File: src/dtfs_defs.svh
// Offsets, reset values and timing counts of the terminal-function block.
// Assumes a 200 MHz clock and a byte-addressed Avalon-MM register window.
`ifndef DTFS_DEFS_SVH
`define DTFS_DEFS_SVH

// ----------------------------------------------------------------------
// Register byte offsets
// ----------------------------------------------------------------------
`define DTFS_OFF_TFS 8'h00
`define DTFS_OFF_SMS 8'h04
`define DTFS_OFF_AUX 8'h08
`define DTFS_OFF_AIS 8'h0C
`define DTFS_OFF_MODE 8'h10
`define DTFS_OFF_LOCK 8'h14
`define DTFS_OFF_FGAIN 8'h18
`define DTFS_OFF_CGAIN 8'h1C
`define DTFS_OFF_STAT 8'h20

// ----------------------------------------------------------------------
// Reset values
// ----------------------------------------------------------------------
`define DTFS_RST_TFS 4'h0
`define DTFS_RST_SMS 4'h0
`define DTFS_RST_AUX 4'h0
`define DTFS_RST_AIS 2'h0
`define DTFS_RST_LOCK 16'h0001
`define DTFS_RST_GAIN 16'h1000

// ----------------------------------------------------------------------
// Field positions
// ----------------------------------------------------------------------
`define DTFS_TFS_KSTOP 0
`define DTFS_TFS_NOREV 1
`define DTFS_TFS_ONCE 2
`define DTFS_TFS_AOSEL 3
`define DTFS_SMS_KPSRC 1
`define DTFS_AUX_AOSEL 1
`define DTFS_TRM_FWD 0
`define DTFS_TRM_REV 1
`define DTFS_TRM_DCB 3

// ----------------------------------------------------------------------
// Timing
// ----------------------------------------------------------------------
`define DTFS_CLK_NS 5
`define DTFS_MS_NS 1000000
`define DTFS_MS_CYC (`DTFS_MS_NS / `DTFS_CLK_NS)
`define DTFS_BLINK_MS 8'hFA

`endif

File: src/dtfs_pkg.sv
// Types shared by the terminal-function block files.
// Assumes dtfs_defs.svh is on the include path.
package dtfs_pkg;
  // Stop method, order matches the two-bit setting field
  typedef enum logic [1:0] {
    DTFS_RAMP,
    DTFS_COAST,
    DTFS_DCBRAKE,
    DTFS_COAST_TIMER
  } dtfs_stop_e;

  // Control mode; the last one is encoder feedback
  typedef enum logic [1:0] {
    DTFS_GP_VF,
    DTFS_SENSORLESS,
    DTFS_PROCESS,
    DTFS_ENCODER
  } dtfs_mode_e;

  // Whole state of the top module
  typedef struct packed {
    logic wreq;
    logic [31:0] rdata;
    logic [3:0] tfs;
    logic [3:0] sms;
    logic [3:0] aux;
    logic [1:0] ais;
    dtfs_mode_e mode;
    logic [15:0] lock_ms;
    logic [15:0] fgain;
    logic [15:0] cgain;
    logic [17:0] pre;
    logic [15:0] lock_cnt;
    logic running;
    logic rev;
    logic kp_run;
    logic stop_latch;
    logic [3:0] ref_prev;
    logic prog;
    logic blink;
    logic [7:0] blink_ms;
    dtfs_stop_e stop_m;
    logic [11:0] aout;
  } dtfs_state_s;
endpackage : dtfs_pkg

File: src/dtfs_scan_if.sv
// Carrier between the top and the sequence-input scanner.
// Assumes both ends sit on the same clock.
`timescale 1ns/1ps
interface dtfs_scan_if;
  logic [7:0] raw;
  logic once;
  logic [7:0] filt;
  modport scanner (input raw, input once, output filt);
  modport user (output raw, output once, input filt);
endinterface : dtfs_scan_if

File: src/dtfs_scan.sv
// Sequence-input scanner: single or double sampling of eight terminals.
// Assumes terminal levels already synchronous to mclk_in.
`timescale 1ns/1ps
module dtfs_scan (
  // Clock and reset
  input wire logic mclk_in,
  input wire logic rst_in,
  // Terminal carrier
  dtfs_scan_if.scanner sc
);
  import dtfs_pkg::*;

  typedef struct packed {
    logic [7:0] last;
    logic [7:0] filt;
  } dtfs_scan_s;

  dtfs_scan_s s;
  dtfs_scan_s next_s;

  // ----------------------------------------------------------------------
  // Scan logic
  // ----------------------------------------------------------------------
  // Twice: a level must be seen on two scans in a row; rejects one-scan glitches
  always_comb begin
    next_s = s;
    next_s.last = sc.raw;
    if (sc.once) begin
      next_s.filt = sc.raw;
    end else if (sc.raw == s.last) begin
      next_s.filt = sc.raw;
    end
  end

  always_ff @(posedge mclk_in) begin
    if (rst_in) begin
      s <= '0;
    end else begin
      s <= next_s;
    end
  end

  assign sc.filt = s.filt;
endmodule : dtfs_scan

File: src/dtfs_top.sv
// Terminal-function control of a motor drive: keypad stop, reverse lock,
// input scanning, analog output source and coast lockout.
// Assumes keypad keys are one-cycle pulses and all inputs synchronous.
`timescale 1ns/1ps
`include "dtfs_defs.svh"

// Functional notes
// - With timed coast selected, run commands are ignored for the lockout time after a stop.
// - Terminal setting digit one at 0 makes the keypad stop key act during terminal running.
// - Such a keypad stop uses the configured stop method and blinks the stop indicator.
// - The keypad stop is held until both terminal run inputs open or the step reference changes.
// - Terminal setting digit one at 1 makes the keypad stop key ignored during terminal running.
// - Terminal setting digit two at 1 rejects reverse run from terminals and keypad alike.
// - Digit three picks double scanning (0) or single scanning (1) of the eight inputs.
// - Digit four with the auxiliary digit two picks frequency, current, voltage or power.
// - Frequency and current outputs are scaled so full scale is max frequency and rated current.
// - In encoder mode digit four is ignored and the item selector chooses the analog item.
// - The mode key and keypad run act only while stopped with run and brake inputs open.
module dtfs_top #(
  parameter int MS_CYCLES = `DTFS_MS_CYC
) (
  // Clock and reset
  input wire logic mclk_in,
  input wire logic rst_in,
  // Avalon-MM slave
  input wire logic [7:0] address_in,
  input wire logic read_in,
  input wire logic write_in,
  input wire logic [31:0] writedata_in,
  output logic [31:0] readdata_out,
  output logic waitrequest_out,
  // Control terminals and keypad
  input wire logic [7:0] terminals_in,
  input wire logic key_run_in,
  input wire logic key_stop_in,
  input wire logic key_rev_in,
  input wire logic key_mode_in,
  // Analog sources
  input wire logic [15:0] out_freq_in,
  input wire logic [15:0] out_curr_in,
  input wire logic [15:0] volt_ref_in,
  input wire logic [15:0] out_pwr_in,
  // Motor stage and operator
  output logic motor_run_out,
  output logic motor_rev_out,
  output dtfs_pkg::dtfs_stop_e stop_method_out,
  output logic stop_led_blink_out,
  output logic program_mode_out,
  output logic [11:0] analog_out
);
  import dtfs_pkg::*;

  localparam logic [17:0] PRE_MAX = 18'(MS_CYCLES - 1);

  dtfs_state_s s;
  dtfs_state_s next_s;
  dtfs_scan_if sc ();

  logic ms_tick;
  logic req;
  logic stopped;
  logic kp_src;
  logic lock;
  logic ref_chg;
  logic fwd_d;
  logic rev_d;
  logic run_d;
  logic [1:0] ao_code;

  // ----------------------------------------------------------------------
  // Helpers
  // ----------------------------------------------------------------------
  // Gain is full-scale reciprocal in 4.12 form; saturates rather than wraps
  function automatic logic [11:0] scale(input logic [15:0] v, input logic [15:0] g);
    logic [31:0] p;
    p = v * g;
    if (p[31:28] != 4'h0) begin
      return 12'hFFF;
    end
    return p[27:16];
  endfunction : scale

  // ----------------------------------------------------------------------
  // Input scanner
  // ----------------------------------------------------------------------
  assign sc.raw = terminals_in;
  assign sc.once = s.tfs[`DTFS_TFS_ONCE];

  dtfs_scan u_scan (
    .mclk_in(mclk_in),
    .rst_in(rst_in),
    .sc(sc)
  );

  // ----------------------------------------------------------------------
  // Next-state logic
  // ----------------------------------------------------------------------
  always_comb begin
    next_s = s;
    ms_tick = (s.pre == PRE_MAX);
    next_s.pre = ms_tick ? 18'h0 : s.pre + 18'h1;
    stopped = !s.running && !sc.filt[`DTFS_TRM_FWD] && !sc.filt[`DTFS_TRM_REV] && !sc.filt[`DTFS_TRM_DCB];

    // Bus: one wait cycle, then the access completes with waitrequest low
    req = (read_in || write_in) && s.wreq;
    next_s.wreq = !req;
    // Write lands at the completing edge, the one where the master sees waitrequest low
    if (write_in && !s.wreq) begin
      unique case (address_in)
        `DTFS_OFF_TFS: begin
          if (stopped) begin
            next_s.tfs = writedata_in[3:0];
          end
        end
        `DTFS_OFF_SMS: next_s.sms = writedata_in[3:0];
        `DTFS_OFF_AUX: next_s.aux = writedata_in[3:0];
        `DTFS_OFF_AIS: next_s.ais = writedata_in[1:0];
        `DTFS_OFF_MODE: next_s.mode = dtfs_mode_e'(writedata_in[1:0]);
        `DTFS_OFF_LOCK: next_s.lock_ms = writedata_in[15:0];
        `DTFS_OFF_FGAIN: next_s.fgain = writedata_in[15:0];
        `DTFS_OFF_CGAIN: next_s.cgain = writedata_in[15:0];
        default: next_s.rdata = s.rdata;
      endcase
    end
    // Read data captured in the wait cycle, so it stands with waitrequest low
    next_s.rdata = 32'h0;
    if (req && read_in) begin
      unique case (address_in)
        `DTFS_OFF_TFS: next_s.rdata = {28'h0, s.tfs};
        `DTFS_OFF_SMS: next_s.rdata = {28'h0, s.sms};
        `DTFS_OFF_AUX: next_s.rdata = {28'h0, s.aux};
        `DTFS_OFF_AIS: next_s.rdata = {30'h0, s.ais};
        `DTFS_OFF_MODE: next_s.rdata = {30'h0, s.mode};
        `DTFS_OFF_LOCK: next_s.rdata = {16'h0, s.lock_ms};
        `DTFS_OFF_FGAIN: next_s.rdata = {16'h0, s.fgain};
        `DTFS_OFF_CGAIN: next_s.rdata = {16'h0, s.cgain};
        `DTFS_OFF_STAT: next_s.rdata = {26'h0, lock, s.blink, s.stop_latch, s.prog, s.rev, s.running};
        default: next_s.rdata = 32'h0;
      endcase
    end

    // Program/drive key only toggles at standstill
    if (key_mode_in && stopped) begin
      next_s.prog = !s.prog;
    end

    // Coast lockout counts down in milliseconds
    lock = (s.lock_cnt != 16'h0);
    if (lock && ms_tick) begin
      next_s.lock_cnt = s.lock_cnt - 16'h1;
    end

    // Keypad run source: run key only from standstill in drive mode
    kp_src = s.sms[`DTFS_SMS_KPSRC];
    if (!kp_src || key_stop_in) begin
      next_s.kp_run = 1'b0;
    end else if (key_run_in && !s.prog && stopped) begin
      next_s.kp_run = 1'b1;
    end

    // Held keypad stop during terminal running; the set wins over the clear
    ref_chg = (sc.filt[7:4] != s.ref_prev);
    next_s.ref_prev = sc.filt[7:4];
    if (!kp_src && s.running && !s.tfs[`DTFS_TFS_KSTOP] && key_stop_in) begin
      next_s.stop_latch = 1'b1;
    end else if ((!sc.filt[`DTFS_TRM_FWD] && !sc.filt[`DTFS_TRM_REV]) || ref_chg) begin
      next_s.stop_latch = 1'b0;
    end
    // With digit one at 1 the key simply does not reach the latch

    // Run demand; both terminal directions at once means stop
    fwd_d = kp_src ? (s.kp_run && !key_rev_in)
                   : (sc.filt[`DTFS_TRM_FWD] && !sc.filt[`DTFS_TRM_REV]);
    rev_d = kp_src ? (s.kp_run && key_rev_in)
                   : (sc.filt[`DTFS_TRM_REV] && !sc.filt[`DTFS_TRM_FWD]);
    if (s.tfs[`DTFS_TFS_NOREV]) begin
      rev_d = 1'b0;
    end
    run_d = (fwd_d || rev_d) && !next_s.stop_latch && !lock && !s.prog;
    next_s.running = run_d;
    next_s.rev = run_d && rev_d;

    // Stop event: hand the configured method to the output stage
    if (s.running && !run_d) begin
      next_s.stop_m = dtfs_stop_e'(s.sms[3:2]);
      if (dtfs_stop_e'(s.sms[3:2]) == DTFS_COAST_TIMER) begin
        next_s.lock_cnt = s.lock_ms;
      end
    end

    // Stop indicator blinks while the keypad stop is held
    if (s.stop_latch) begin
      if (ms_tick) begin
        if (s.blink_ms == `DTFS_BLINK_MS) begin
          next_s.blink_ms = 8'h0;
          next_s.blink = !s.blink;
        end else begin
          next_s.blink_ms = s.blink_ms + 8'h1;
        end
      end
    end else begin
      next_s.blink_ms = 8'h0;
      next_s.blink = 1'b0;
    end

    // Analog item; encoder mode uses its own selector
    if (s.mode == DTFS_ENCODER) begin
      ao_code = s.ais;
    end else begin
      ao_code = {s.aux[`DTFS_AUX_AOSEL], s.tfs[`DTFS_TFS_AOSEL]};
    end
    unique case (ao_code)
      2'h0: next_s.aout = scale(out_freq_in, s.fgain);
      2'h1: next_s.aout = scale(out_curr_in, s.cgain);
      2'h2: next_s.aout = volt_ref_in[15:4];
      2'h3: next_s.aout = out_pwr_in[15:4];
    endcase
  end

  // ----------------------------------------------------------------------
  // State register
  // ----------------------------------------------------------------------
  always_ff @(posedge mclk_in) begin
    if (rst_in) begin
      s <= '0;
      s.wreq <= 1'b1;
      s.tfs <= `DTFS_RST_TFS;
      s.sms <= `DTFS_RST_SMS;
      s.aux <= `DTFS_RST_AUX;
      s.ais <= `DTFS_RST_AIS;
      s.mode <= DTFS_GP_VF;
      s.lock_ms <= `DTFS_RST_LOCK;
      s.fgain <= `DTFS_RST_GAIN;
      s.cgain <= `DTFS_RST_GAIN;
      s.stop_m <= DTFS_RAMP;
    end else begin
      s <= next_s;
    end
  end

  // Outputs straight from the state flops
  assign readdata_out = s.rdata;
  assign waitrequest_out = s.wreq;
  assign motor_run_out = s.running;
  assign motor_rev_out = s.rev;
  assign stop_method_out = s.stop_m;
  assign stop_led_blink_out = s.blink;
  assign program_mode_out = s.prog;
  assign analog_out = s.aout;
endmodule : dtfs_top

File: config.mk
export PLATFORM = sky130hd
export DESIGN_NAME = dtfs_top
export DESIGN_NICKNAME = d
export VERILOG_FILES = /design/src/dtfs_pkg.sv /design/src/dtfs_scan_if.sv /design/src/dtfs_scan.sv /design/src/dtfs_top.sv
export VERILOG_INCLUDE_DIRS = /design/src
export SDC_FILE = /design/constraint.sdc
export NUM_CORES = 1
export LEC_CHECK = 0
export BUFFER_PORTS_ARGS = -buffer_cell sky130_fd_sc_hd__buf_4
export CAP_MARGIN = 30
export CORE_ASPECT_RATIO = 1.1
export CORE_UTILIZATION = 55
export CTS_BUF_LIST = sky130_fd_sc_hd__clkbuf_4
export CTS_CLUSTER_SIZE = 24
export DETAILED_ROUTE_END_ITERATION = 16
export GPL_TIMING_DRIVEN = 0
export PLACE_DENSITY = 0.73
export REMOVE_ABC_BUFFERS = 1
export SLEW_MARGIN = 20
export SYNTH_ARGS = -nofsm -noshare
export SYNTH_HDL_FRONTEND = slang
export SYNTH_HIERARCHICAL = 1
export SYNTH_SLANG_ARGS = --single-unit
File: constraint.sdc
create_clock -name mclk_in -period 10.2 [get_ports mclk_in]
set_input_delay 0.51 -clock mclk_in [delete_from_list [all_inputs] [get_ports mclk_in]]
set_output_delay 0.51 -clock mclk_in [all_outputs]
set_load 0.01 [all_outputs]
==> results of run 1 <==
## power breakdown
part           total, mW  switching [mW]  internal (mW)
logic              0.197           0.125         0.0715
registers          0.645         0.00561          0.639
clock network      0.454           0.229          0.225
total               1.30           0.360          0.936
## sequential cells by signal, indices dropped and copies added (netlist names)
register            flops
analog_out             12
kp_src                  1
motor_rev_out           1
motor_run_out           1
program_mode_out        1
readdata_out           16
s                     111
stop_led_blink_out      1
stop_method_out         2
u_scan/s                8
u_scan/sc.filt          7
waitrequest_out         1
## area by class of cell
class / instances / area (um2)
Sequential cell: 162 / 3240
Multi-Input combinational cell: 1957 / 17900
Fill cell: 3670 / 17400
Timing Repair Buffer: 137 / 1060
Inverter: 469 / 1760
Tap cell: 567 / 709
Clock buffer: 19 / 143
Clock inverter: 13 / 205
## worst register-to-register path, delay by kind of cell, from the launching register on
kind / cells / cell delay (ns)
compound gates: 4 / 1.43
xor+xnor: 1 / 0.15
fa+ha+maj: 7 / 3.44
buf+inv: 1 / 0.05
flops: 1 / 0.97
simple gates: 5 / 1.28
## stage by stage
| stage | hold WS (ns) | setup slack (ns) |
|---|---|---|
| floorplan | 0.426 | 3.82 |
| global placement | 0.438 | 2.97 |
| detailed placement | 0.449 | 2.87 |
| CTS | 0.0749 | 2.85 |
| global route | 0.0781 | 2.51 |
| finish | 0.0983 | 2.79 |
## final timing paths
check	from	to	slack, ns	cells after the start
hold / removal	key_stop_in	s[29]	0.1	2
hold reg to reg	s[122]	s[122]	0.47	2
setup / recovery	s[68]	analog_out[3]	2.79	18
setup reg to reg	s[68]	analog_out[3]	2.79	18
## per-layer routing
| layer | vias up | wire [um] | GRT usage, % |
|---|---|---|---|
| met5 | - | 47 | 0 |
| met4 | 6 | 2130 | 11.2 |
| met3 | 135 | 4670 | 5.20 |
| met2 | 725 | 29600 | 49.4 |
| met1 | 9311 | 23800 | 35.9 |
| li1 | 8480 | - | - |
==> impl_results.rst, run 1 <==
.. list-table::
   :header-rows: 1

   * - Metric
     - Value
   * - Buf+Inv Stages, Crit Path
     - 1
   * - Clock transition time at the flip-flop clock pins of the worst setup and hold paths
     - about 0.13 ns
   * - Clock Sink Count
     - about 160
   * - Maximum number of pins on one net before global-route repair
     - 123
   * - Result of the run
     - complete, no violations
   * - Hold buffer count at CTS
     - 0
   * - Crit Path Category
     - flop to flop
   * - Fin Setup TNS
     - 0 ns
   * - Via-to-Cell Ratio
     - 5.61
   * - Post-CTS Resized
     - 0
   * - Diode insertion count for antenna repair
     - 0
   * - Overall global routing resource usage
     - between 20% and 30%
   * - CP Max Fanout
     - 18
   * - Category of cells accounting for the largest share of critical-path delay
     - adder cells
   * - Net count reported at finish
     - 3456
   * - Final critical-path share of the clock period
     - 72.7%
   * - Post-Syn Instances
     - 2746
   * - Residual antenna-violating net count after detailed routing
     - 0
   * - Clock root buffer master
     - sky130_fd_sc_hd__clkbuf_4
   * - Fmax
     - 0.135 GHz
   * - Routed length per instance
     - 18.1 um
   * - Number of global-route vias before repair
     - 19641
   * - Max-capacitance violation count
     - 0
   * - Std cell rows
     - a little under 80
   * - Post-route cell area
     - approximately 25000 um2
   * - Detailed Route WL
     - 60.2 mm
   * - Total standard cell area after synthesis
     - about 24000 um2
   * - Period minus WS final
     - between 7 and 8 ns
   * - TritonCTS clock tree
     - done
   * - Die Wd
     - ~200 um
   * - Routability congestion estimate
     - 0.950
   * - Number of antenna violations at the first check in global routing
     - 3
   * - Number of buffer cells added on primary ports
     - 130
   * - Global route total overflow
     - 0
   * - Die height
     - 220 um
   * - Most common cell on crit path
     - sky130_fd_sc_hd__fa_1
   * - Post-route core utilization
     - between 50 and 60%
   * - Most common cell after layout, fill and taps aside
     - sky130_fd_sc_hd__inv_1
   * - Final HPWL from detailed placement
     - 46.9 mm
   * - Effective utilization at floorplan
     - 55.9%
   * - Most used cells in the layout excluding fill and tap cells
     - sky130_fd_sc_hd__inv_1, sky130_fd_sc_hd__nand2_1, sky130_fd_sc_hd__fa_1
   * - Floorplan die area
     - 43900 um2
   * - Non-filler cells, final
     - 3324
   * - DRC violation count after routing
     - 0
   * - Required time of the critical path
     - 10.68 ns
   * - Yosys warning count
     - 6
   * - Syn avg cell area
     - 8.63 um2
   * - Critical Path, Cell by Cell
     - nand2_1, fa_1, fa_1, fa_1, fa_1, inv_1, fa_1, fa_1, ha_1, and3_1, and4_1, a2111oi_0, o41a_1, o32ai_1, xor2_1, nor3_1, nand3_1, o221a_2
   * - Measured slew at the worst slew-check pin
     - approximately 1.0 ns
   * - Global-route wire length before repair
     - a little under 100 mm
   * - Number of buffers inserted to repair setup after CTS
     - 0
   * - Insertion delay to the later sink of the worst-skew pair
     - 0.58 ns
   * - Unrepaired setup endpoints after global routing
     - no
   * - Class of the tightest hold or removal check
     - input pin to flop
   * - CP max stage delay
     - 0.97 ns
   * - Initial drt markers
     - approximately 1200
   * - Final slew viol count
     - 0
   * - Library cell contributing the largest single delay on the critical path
     - sky130_fd_sc_hd__dfxtp_1
   * - Area growth, synth to finish
     - 5.54%
   * - Fraction of final layout cells sized beyond drive strength 1
     - 7.54%
   * - Overall via count from detail_route
     - 18657
   * - Hold Vio Cnt, Final
     - 0
   * - Endpoint class of the critical path
     - flop
   * - Element type at the critical path start
     - flop
   * - Final Total Pwr
     - 1.30 mW
   * - Worst clock skew
     - 0.0307 ns
   * - DRT Pass-1 Iters
     - 6
   * - Total CTS buffers
     - 17
   * - Worst Path Arrival
     - 7.89 ns
   * - Max transition margin
     - 32.1%
   * - Total instance count after detailed placement
     - roughly 3300
   * - Num ports
     - between 150 and 200
   * - DP Area
     - 24600 um2
   * - Final number of setup-violating endpoints
     - 0
   * - Number of buffers on the longest clock path
     - 2
   * - Worst supply voltage drop on vdd
     - 0.000121 V
   * - CTS H-tree lvls
     - 4
   * - Floorplan core area
     - 42400 um2
   * - Power density over the cells
     - 51.8 nW/um2
   * - Cell leakage power
     - 11.9 nW
No activity file was read; power rests on OpenSTA's default activity.
==> run 2: changes to the inputs <==
Clock period 10.2 ns to 7.1 ns, I/O delays scaled along.
==> run 2 against run 1 <==
Count of clock-buffer cells in the layout did not move. Via count rose by 0.32%. Combinational power rose by 45%. Maximum frequency rose by 8.2%. Clock skew rose by 0.0012 ns. Sequential power rose by 43%. Register-to-register slack got worse by 2.5 ns. Cell count rose by 0.12%. Clock power rose by 44%. Sequential share of layout area rose by 0.23 points. Critical path type unchanged. Critical endpoint is now analog_out[11]. Largest cell class unchanged.
==> impl_results.rst, run 2 (synthesis results as in run 1) <==
.. list-table::
   :header-rows: 1

   * - Metric
     - Value
   * - Result of the run
     - complete, no violations
   * - Fraction of final layout cells sized beyond drive strength 1
     - 8.55% (+1.0 points)
   * - Measured slew at the worst slew-check pin
     - 0.919 ns (-0.0982 ns)
   * - Overall global routing resource usage
     - 28.9% (+0.049 points)
   * - Max-capacitance violation count
     - 0 (unchanged)
   * - Residual antenna-violating net count after detailed routing
     - 0 (unchanged)
   * - Crit Path Category
     - flop to flop
   * - Die Wd
     - 200 um (unchanged)
   * - Element type at the critical path start
     - flop
   * - Sequential cell area
     - 3320 um2 (+2.2%)
   * - Number of buffers on the longest clock path
     - 2 (unchanged)
   * - Required time of the critical path
     - 7.57 ns (-3.11 ns)
   * - Total CTS buffers
     - 17 (unchanged)
   * - Insertion delay to the later sink of the worst-skew pair
     - 0.57 ns (about the same)
   * - # fillers
     - 3661 (-0.25%)
   * - Routability congestion estimate
     - 0.950 (unchanged)
   * - Final number of setup-violating endpoints
     - 0 (unchanged)
   * - Floorplan core area
     - 42400 um2 (unchanged)
   * - Via-to-Cell Ratio
     - 5.62 (+0.20%)
   * - Class of the tightest hold or removal check
     - input pin to flop
   * - Register name with the most flops
     - s
   * - Most common cell after layout, fill and taps aside
     - sky130_fd_sc_hd__inv_1
   * - Worst supply voltage drop on vdd
     - 0.000173 V (+43%)
   * - Number of buffer cells added on primary ports
     - 130 (unchanged)
   * - Final slew viol count
     - 0 (unchanged)
   * - Die height
     - 220 um (unchanged)
   * - Worst Path Arrival
     - 7.33 ns (-0.56 ns)
   * - Diode insertion count for antenna repair
     - 0 (unchanged)
   * - Number of antenna violations at the first check in global routing
     - 3 (unchanged)
   * - Maximum number of pins on one net before global-route repair
     - 123 (unchanged)
   * - Clock root buffer master
     - sky130_fd_sc_hd__clkbuf_4
   * - Endpoint class of the critical path
     - flop
   * - Area growth, synth to finish
     - 6.00%
   * - Net count reported at finish
     - 3460 (+0.12%)
   * - Fin Setup TNS
     - 0 ns (unchanged)
   * - CTS H-tree lvls
     - 4 (unchanged)
   * - Smallest setup slack after layout
     - 0.250 ns (-2.54 ns)
   * - Final Total Pwr
     - 1.86 mW (+43%)
   * - Largest register FFs
     - 111 (unchanged)
   * - Routed length per instance
     - 18.1 um (-0.14%)
   * - Power density over the cells
     - 73.9 nW/um2 (+43%)
   * - Final critical-path share of the clock period
     - 96.5% (+24 points)
   * - Worst Setup EP
     - analog_out[11]
   * - CP Max Fanout
     - 18 (unchanged)
   * - Effective utilization at floorplan
     - 55.9% (unchanged)
   * - Hold Vio Cnt, Final
     - 0 (unchanged)
   * - DRT Pass-1 Iters
     - 6 (unchanged)
   * - Number of cells traversed by the worst register-to-register path
     - 20 (+2)
   * - Overall via count from detail_route
     - 18716 (+0.32%)
   * - Detailed Route WL
     - 60.2 mm (about the same)
   * - TritonCTS clock tree
     - done
   * - Most used cells in the layout excluding fill and tap cells
     - sky130_fd_sc_hd__inv_1, sky130_fd_sc_hd__nand2_1, sky130_fd_sc_hd__fa_1
   * - Worst setup path startpoint
     - s[97]
   * - Floorplan die area
     - 43900 um2 (unchanged)
   * - Final HPWL from detailed placement
     - 46.9 mm (unchanged)
   * - Period minus WS final
     - 6.85 ns (-0.564 ns)
   * - Global-route wire length before repair
     - 99.3 mm (+0.20%)
   * - Post-route core utilization
     - 59.2% (+0.26 points)
   * - Worst clock skew
     - 0.0318 ns (+0.00116 ns)
   * - Area of the multi-input gates
     - 17900 um2 (about the same)
   * - Clock Sink Count
     - 162 (unchanged)
   * - Total instance count after detailed placement
     - 3288 (unchanged)
   * - Fmax
     - 0.146 GHz (+8.2%)
   * - Global route total overflow
     - 0 (unchanged)
   * - Num ports
     - 171 (unchanged)
   * - Number of global-route vias before repair
     - 19694 (+0.27%)
   * - Register-to-register setup slack
     - 0.25 ns (-2.54 ns)
   * - DRC violation count after routing
     - 0 (unchanged)
   * - Non-filler cells, final
     - 3328 (+0.12%)
   * - Cell leakage power
     - 11.9 nW (+0.24%)
   * - Initial drt markers
     - 1119 (-5.3%)
   * - Clock transition time at the flip-flop clock pins of the worst setup and hold paths
     - 0.15 ns (+0.02 ns)
   * - Std cell rows
     - 79 (unchanged)
   * - Max transition margin
     - 38.4% (+6.4 points)
   * - Capture point of the worst reg-to-reg path
     - analog_out[11]
   * - R2r startpoint
     - s[97]
   * - Unrepaired setup endpoints after global routing
     - no
   * - Post-placement worst setup slack
     - -0.232 ns (-3.10 ns)
==> run 2: changes by cell type in the layout (fill, tap and decap cells not counted) <==
cell / previous run / this run
sky130_fd_sc_hd__buf_6: 3 / 4
sky130_fd_sc_hd__nand3_1: 38 / 37
sky130_fd_sc_hd__dlygate4sd3_1: 0 / 5
sky130_fd_sc_hd__dfxtp_2: 0 / 13
sky130_fd_sc_hd__a2111oi_1: 0 / 1
sky130_fd_sc_hd__a2111oi_0: 2 / 1
sky130_fd_sc_hd__buf_8: 3 / 1
sky130_fd_sc_hd__dfxtp_1: 162 / 134
sky130_fd_sc_hd__dfxtp_4: 0 / 15
sky130_fd_sc_hd__nand3_2: 2 / 3
==> run 2: metal layers <==
| metal | part of all wire [%] | wire length [um] | track usage [%] | vias up |
|---|---|---|---|---|
| li1 | - | - | - | 8492 |
| met4 | 3.6 | 2170 | 11.4 | 6 |
| met1 | 39 | 23600 | 35.8 | 9352 |
| met3 | 7.9 | 4770 | 5.39 | 144 |
| met2 | 49 | 29600 | 49.4 | 722 |
| met5 | 0.076 | 46 | 0 | - |
==> run 2: repair_timing <==
| item | in CTS | in global routing |
|---|---|---|
| hold endpoints to repair | 4 | 0 |
| resized for setup | 17 | 28 |
| setup endpoints to repair | 12 | 12 |
| setup buffers | 0 | 1 |
| hold buffers | 5 | 0 |
| pin swaps | 0 | 1 |
==> run 2: where the power goes <==
group / switching [mW] / internal, mW
registers: 0.00812 / 0.912
logic: 0.180 / 0.105
clock network: 0.328 / 0.324
total: 0.516 / 1.34
==> run 2: worst min-delay path by stage <==
stage | from | to | slack (ns) | cells past startpoint
after floorplan | rst_in | kp_src | 0.42 | 1
after global placement | s[48] | s[48] | 0.44 | 1
after detailed placement | s[122] | s[122] | 0.45 | 2
after CTS | writedata_in[9] | s[91] | 0.003 | 3
after global routing | writedata_in[7] | s[89] | 0.004 | 3
final | writedata_in[9] | s[91] | 0.03 | 3
==> run 2: area by class of cell <==
class	count	area share, %
clock buffer	19	0.568
clock inverter	13	0.817
inverter	469	7.01
multi-input combinational	1957	71.2
sequential	162	13.2
tap	567	2.82
timing repair buffer	141	4.34
==> run 2: critical path: stages (launching register included) <==
cell	delay [ns]
sky130_fd_sc_hd__dfxtp_1	0.79
sky130_fd_sc_hd__nand2_1	0.14
sky130_fd_sc_hd__fa_1	0.49
sky130_fd_sc_hd__fa_1	0.50
sky130_fd_sc_hd__inv_1	0.05
sky130_fd_sc_hd__fa_1	0.52
sky130_fd_sc_hd__fa_1	0.47
sky130_fd_sc_hd__fa_1	0.51
sky130_fd_sc_hd__inv_1	0.05
sky130_fd_sc_hd__fa_1	0.48
sky130_fd_sc_hd__inv_1	0.04
sky130_fd_sc_hd__ha_1	0.31
sky130_fd_sc_hd__a21o_1	0.20
sky130_fd_sc_hd__a31oi_1	0.16
sky130_fd_sc_hd__o21ai_0	0.17
sky130_fd_sc_hd__a221oi_4	0.45
sky130_fd_sc_hd__inv_1	0.11
sky130_fd_sc_hd__a21bo_2	0.21
sky130_fd_sc_hd__xnor2_1	0.12
sky130_fd_sc_hd__or4_4	0.61
sky130_fd_sc_hd__o221a_2	0.36
==> run 2: stage by stage <==
step                instance area, um2  hold slack, ns
floorplan                        22900           0.424
global placement                 24600           0.438
detailed placement               24600           0.449
CTS                              25000         0.00272
global route                     25100         0.00434
finish                           25100          0.0310
==> run 3: changes to the inputs <==
Settings changed: ABC_AREA set to 1, PLACE_DENSITY 0.73 to 0.72.
==> run 3 against run 2 <==
Design area increased by 9.4%. Combinational power increased by 15%. Total power rose by 0.29%. Sequential cell count did not move. Core utilization is 0.46 points lower. Register-to-register slack better by 0.28 ns. Clock skew up 0.026 ns. Synthesized area is 10% higher. Die area is 10% higher. Critical path type unchanged.
==> impl_results.rst, run 3 <==
.. list-table::
   :header-rows: 1

   * - Metric
     - Value
   * - Max-capacitance violation count
     - 0 (unchanged)
   * - Final HPWL from detailed placement
     - 51.9 mm (+11%)
   * - Floorplan die area
     - 48300 um2 (+10%)
   * - Capture point of the worst reg-to-reg path
     - analog_out[2]
   * - Initial drt markers
     - 1356 (+21%)
   * - Fin Setup TNS
     - 0 ns (unchanged)
   * - Final critical-path share of the clock period
     - 92.6% (-3.9 points)
   * - Switching share of power
     - 32.1% (+4.3 points)
   * - Part of the total power dissipated in combinational logic
     - 17.7% (+2.4 points)
   * - Part of the total power dissipated in the clock network
     - 32.7% (-2.4 points)
   * - Total standard cell area after synthesis
     - 26100 um2 (+10%)
   * - Number of buffer cells added on primary ports
     - 130 (unchanged)
   * - Measured slew at the worst slew-check pin
     - 1.04 ns (+0.120 ns)
   * - Largest register FFs
     - 111 (unchanged)
   * - Area of the multi-input gates
     - 18200 um2 (+1.7%)
   * - Total instance count after detailed placement
     - 4206 (+28%)
   * - Worst setup path startpoint
     - s[73]
   * - Syn avg cell area
     - 7.09 um2 (-18%)
   * - Period minus WS final
     - 6.57 ns (-0.278 ns)
   * - Number of global-route vias before repair
     - 21362 (+8.5%)
   * - Detailed Route WL
     - 64.1 mm (+6.6%)
   * - Endpoint class of the critical path
     - flop
   * - Unrepaired setup endpoints after global routing
     - no
   * - Number of buffers on the longest clock path
     - 2 (unchanged)
   * - Required time of the critical path
     - 7.65 ns (+0.08 ns)
   * - Power density over the cells
     - 67.8 nW/um2 (-8.3%)
   * - Via-to-Cell Ratio
     - 5.08 (-9.7%)
   * - Global-route wire length before repair
     - 106 mm (+6.9%)
   * - Overall via count from detail_route
     - 21690 (+16%)
   * - Worst Path Arrival
     - 7.12 ns (-0.21 ns)
   * - Element type at the critical path start
     - flop
   * - Clock transition time at the flip-flop clock pins of the worst setup and hold paths
     - 0.20 ns (+0.05 ns)
   * - Std cell rows
     - 83 (+5.1%)
   * - Hold Vio Cnt, Final
     - 0 (unchanged)
   * - Post-placement worst setup slack
     - 0.600 ns (+0.832 ns)
   * - Hold Path Depth
     - 3 (unchanged)
   * - Max transition margin
     - 30.3% (-8.2 points)
   * - Smallest setup slack after layout
     - 0.527 ns (+0.278 ns)
   * - Overall global routing resource usage
     - 27.4% (-1.4 points)
   * - Total CTS buffers
     - 17 (unchanged)
   * - Clock root buffer master
     - sky130_fd_sc_hd__clkbuf_4
   * - Final number of setup-violating endpoints
     - 0 (unchanged)
   * - Worst clock skew
     - 0.0575 ns (+0.0256 ns)
   * - DRT Pass-1 Iters
     - 5 (-1)
   * - Routed length per instance
     - 15.0 um (-17%)
   * - Area growth, synth to finish
     - 5.30%
   * - Final Total Pwr
     - 1.86 mW (+0.29%)
   * - Most used cells in the layout excluding fill and tap cells
     - sky130_fd_sc_hd__nand2_1, sky130_fd_sc_hd__inv_1, sky130_fd_sc_hd__fa_1
   * - Number of cells traversed by the worst register-to-register path
     - 27 (+35%)
   * - Post-Syn Instances
     - 3677 (+34%)
   * - Number of antenna violations at the first check in global routing
     - 3 (unchanged)
   * - Residual antenna-violating net count after detailed routing
     - 0 (unchanged)
   * - Cell leakage power
     - 15.7 nW (+32%)
   * - Sequential cell area
     - 3240 um2 (-2.2%)
   * - Effective utilization at floorplan
     - 55.8% (-0.063 points)
   * - Net count reported at finish
     - 4375 (+26%)
   * - Yosys warning count
     - 6 (unchanged)
   * - Final slew viol count
     - 0 (unchanged)
   * - Register-to-register setup slack
     - 0.53 ns (+0.28 ns)
   * - Routability congestion estimate
     - 0.931 (-2.0%)
   * - Die Wd
     - 210 um (+4.9%)
   * - Register name with the most flops
     - s
   * - CTS H-tree lvls
     - 4 (unchanged)
   * - Internal power summed over all cells
     - 1.26 mW (-5.7%)
   * - Floorplan core area
     - 46700 um2 (+10%)
   * - Fmax
     - 0.152 GHz (+4.2%)
   * - Worst supply voltage drop on vdd
     - 0.0000909 V (-47%)
   * - WHS Endpoint
     - analog_out[3]
   * - DRC violation count after routing
     - 0 (unchanged)
   * - Global route total overflow
     - 0 (unchanged)
   * - TritonCTS clock tree
     - done
   * - Post-route core utilization
     - 58.8% (-0.46 points)
   * - Num ports
     - 171 (unchanged)
   * - Fraction of final layout cells sized beyond drive strength 1
     - 5.85% (-2.7 points)
   * - Crit Path Category
     - flop to flop
   * - Result of the run
     - complete, no violations
   * - Non-filler cells, final
     - 4272 (+28%)
   * - Class of the tightest hold or removal check
     - input pin to flop
   * - Maximum number of pins on one net before global-route repair
     - 85 (-31%)
   * - CP Max Fanout
     - 18 (unchanged)
   * - Register share of total power
     - 49.7% (about the same)
   * - R2r startpoint
     - s[73]
   * - Critical hold path startpoint
     - out_pwr_in[7]
   * - Most common cell after layout, fill and taps aside
     - sky130_fd_sc_hd__nand2_1
   * - Insertion delay to the later sink of the worst-skew pair
     - 0.65 ns (+0.08 ns)
   * - Sw power
     - 0.598 mW (+16%)
   * - Clock Sink Count
     - 162 (unchanged)
   * - # fillers
     - 4487 (+23%)
   * - Die height
     - 230 um (+4.9%)
## run 3: worst max path at each step
stage	depth (start not counted)	slack (ns)	end
after floorplan	26	1.51	analog_out[0]
after global placement	23	0.64	analog_out[8]
after CTS	27	0.62	analog_out[2]
after global routing	23	0.18	analog_out[0]
final	27	0.53	analog_out[2]
after detailed placement	27	0.60	analog_out[2]
## run 3: layout make-up
type,instances,area share (%)
diodes,2,0.0182
clock buffers,18,0.492
clock inverters,13,0.620
inverters,965,13.2
multi-input cells,2352,66.3
flip-flops and latches,162,11.8
well taps,595,2.71
repair buffers,165,4.88
## run 3: critical path, stage by stage, from the launching register on
cell and delay (ns):
sky130_fd_sc_hd__dfxtp_1 0.98, sky130_fd_sc_hd__nand2_1 0.18, sky130_fd_sc_hd__fa_1 0.58, sky130_fd_sc_hd__inv_1 0.05, sky130_fd_sc_hd__fa_1 0.50, sky130_fd_sc_hd__inv_1 0.05, sky130_fd_sc_hd__fa_1 0.53, sky130_fd_sc_hd__inv_1 0.06
sky130_fd_sc_hd__fa_1 0.47, sky130_fd_sc_hd__fa_1 0.49, sky130_fd_sc_hd__inv_1 0.05, sky130_fd_sc_hd__fa_1 0.50, sky130_fd_sc_hd__inv_1 0.05, sky130_fd_sc_hd__ha_1 0.30, sky130_fd_sc_hd__nand2_1 0.18, sky130_fd_sc_hd__inv_1 0.06
sky130_fd_sc_hd__nand2_1 0.06, sky130_fd_sc_hd__nand2_1 0.08, sky130_fd_sc_hd__nand2_1 0.07, sky130_fd_sc_hd__nand2_1 0.07, sky130_fd_sc_hd__a21oi_1 0.20, sky130_fd_sc_hd__nand2_1 0.07, sky130_fd_sc_hd__nand2_1 0.06, sky130_fd_sc_hd__nand2_1 0.06
sky130_fd_sc_hd__nor2_2 0.39, sky130_fd_sc_hd__nand4_1 0.17, sky130_fd_sc_hd__nand2_1 0.13, sky130_fd_sc_hd__a21oi_1 0.10
## run 3: through the flow
step | hold slack [ns] | instance area, um2
final | 0.0557 | 27500
after detailed placement | 0.434 | 26800
after floorplan | 0.418 | 25100
after CTS | 0.00910 | 27500
after global placement | 0.428 | 26800
after global routing | 0.0208 | 27500
## run 3: timing repair
item | 4_1_cts | 5_1_grt
resized for setup | 0 | 0
setup buffers | 0 | 0
hold buffers | 33 | 0
endpoints found under the hold margin | 49 | 0
## run 3: power by group through the flow
stage / Clock (mW) / Sequential (mW) / Combinational, mW
floorplan: 0 / 0.946 / 0.144
global placement: 0 / 0.944 / 0.310
detailed placement: 0 / 0.944 / 0.314
CTS: 0.623 / 0.925 / 0.330
global route: 0.662 / 0.926 / 0.364
finish: 0.608 / 0.925 / 0.329
## run 3: metal layers
layer | vias up | track usage, % | routed length [um]
li1 | 10698 | - | -
met1 | 10325 | 35.2 | 27100
met2 | 565 | 48.8 | 32300
met3 | 98 | 2.58 | 3000
met4 | 4 | 8.35 | 1660
met5 | - | 0 | 28
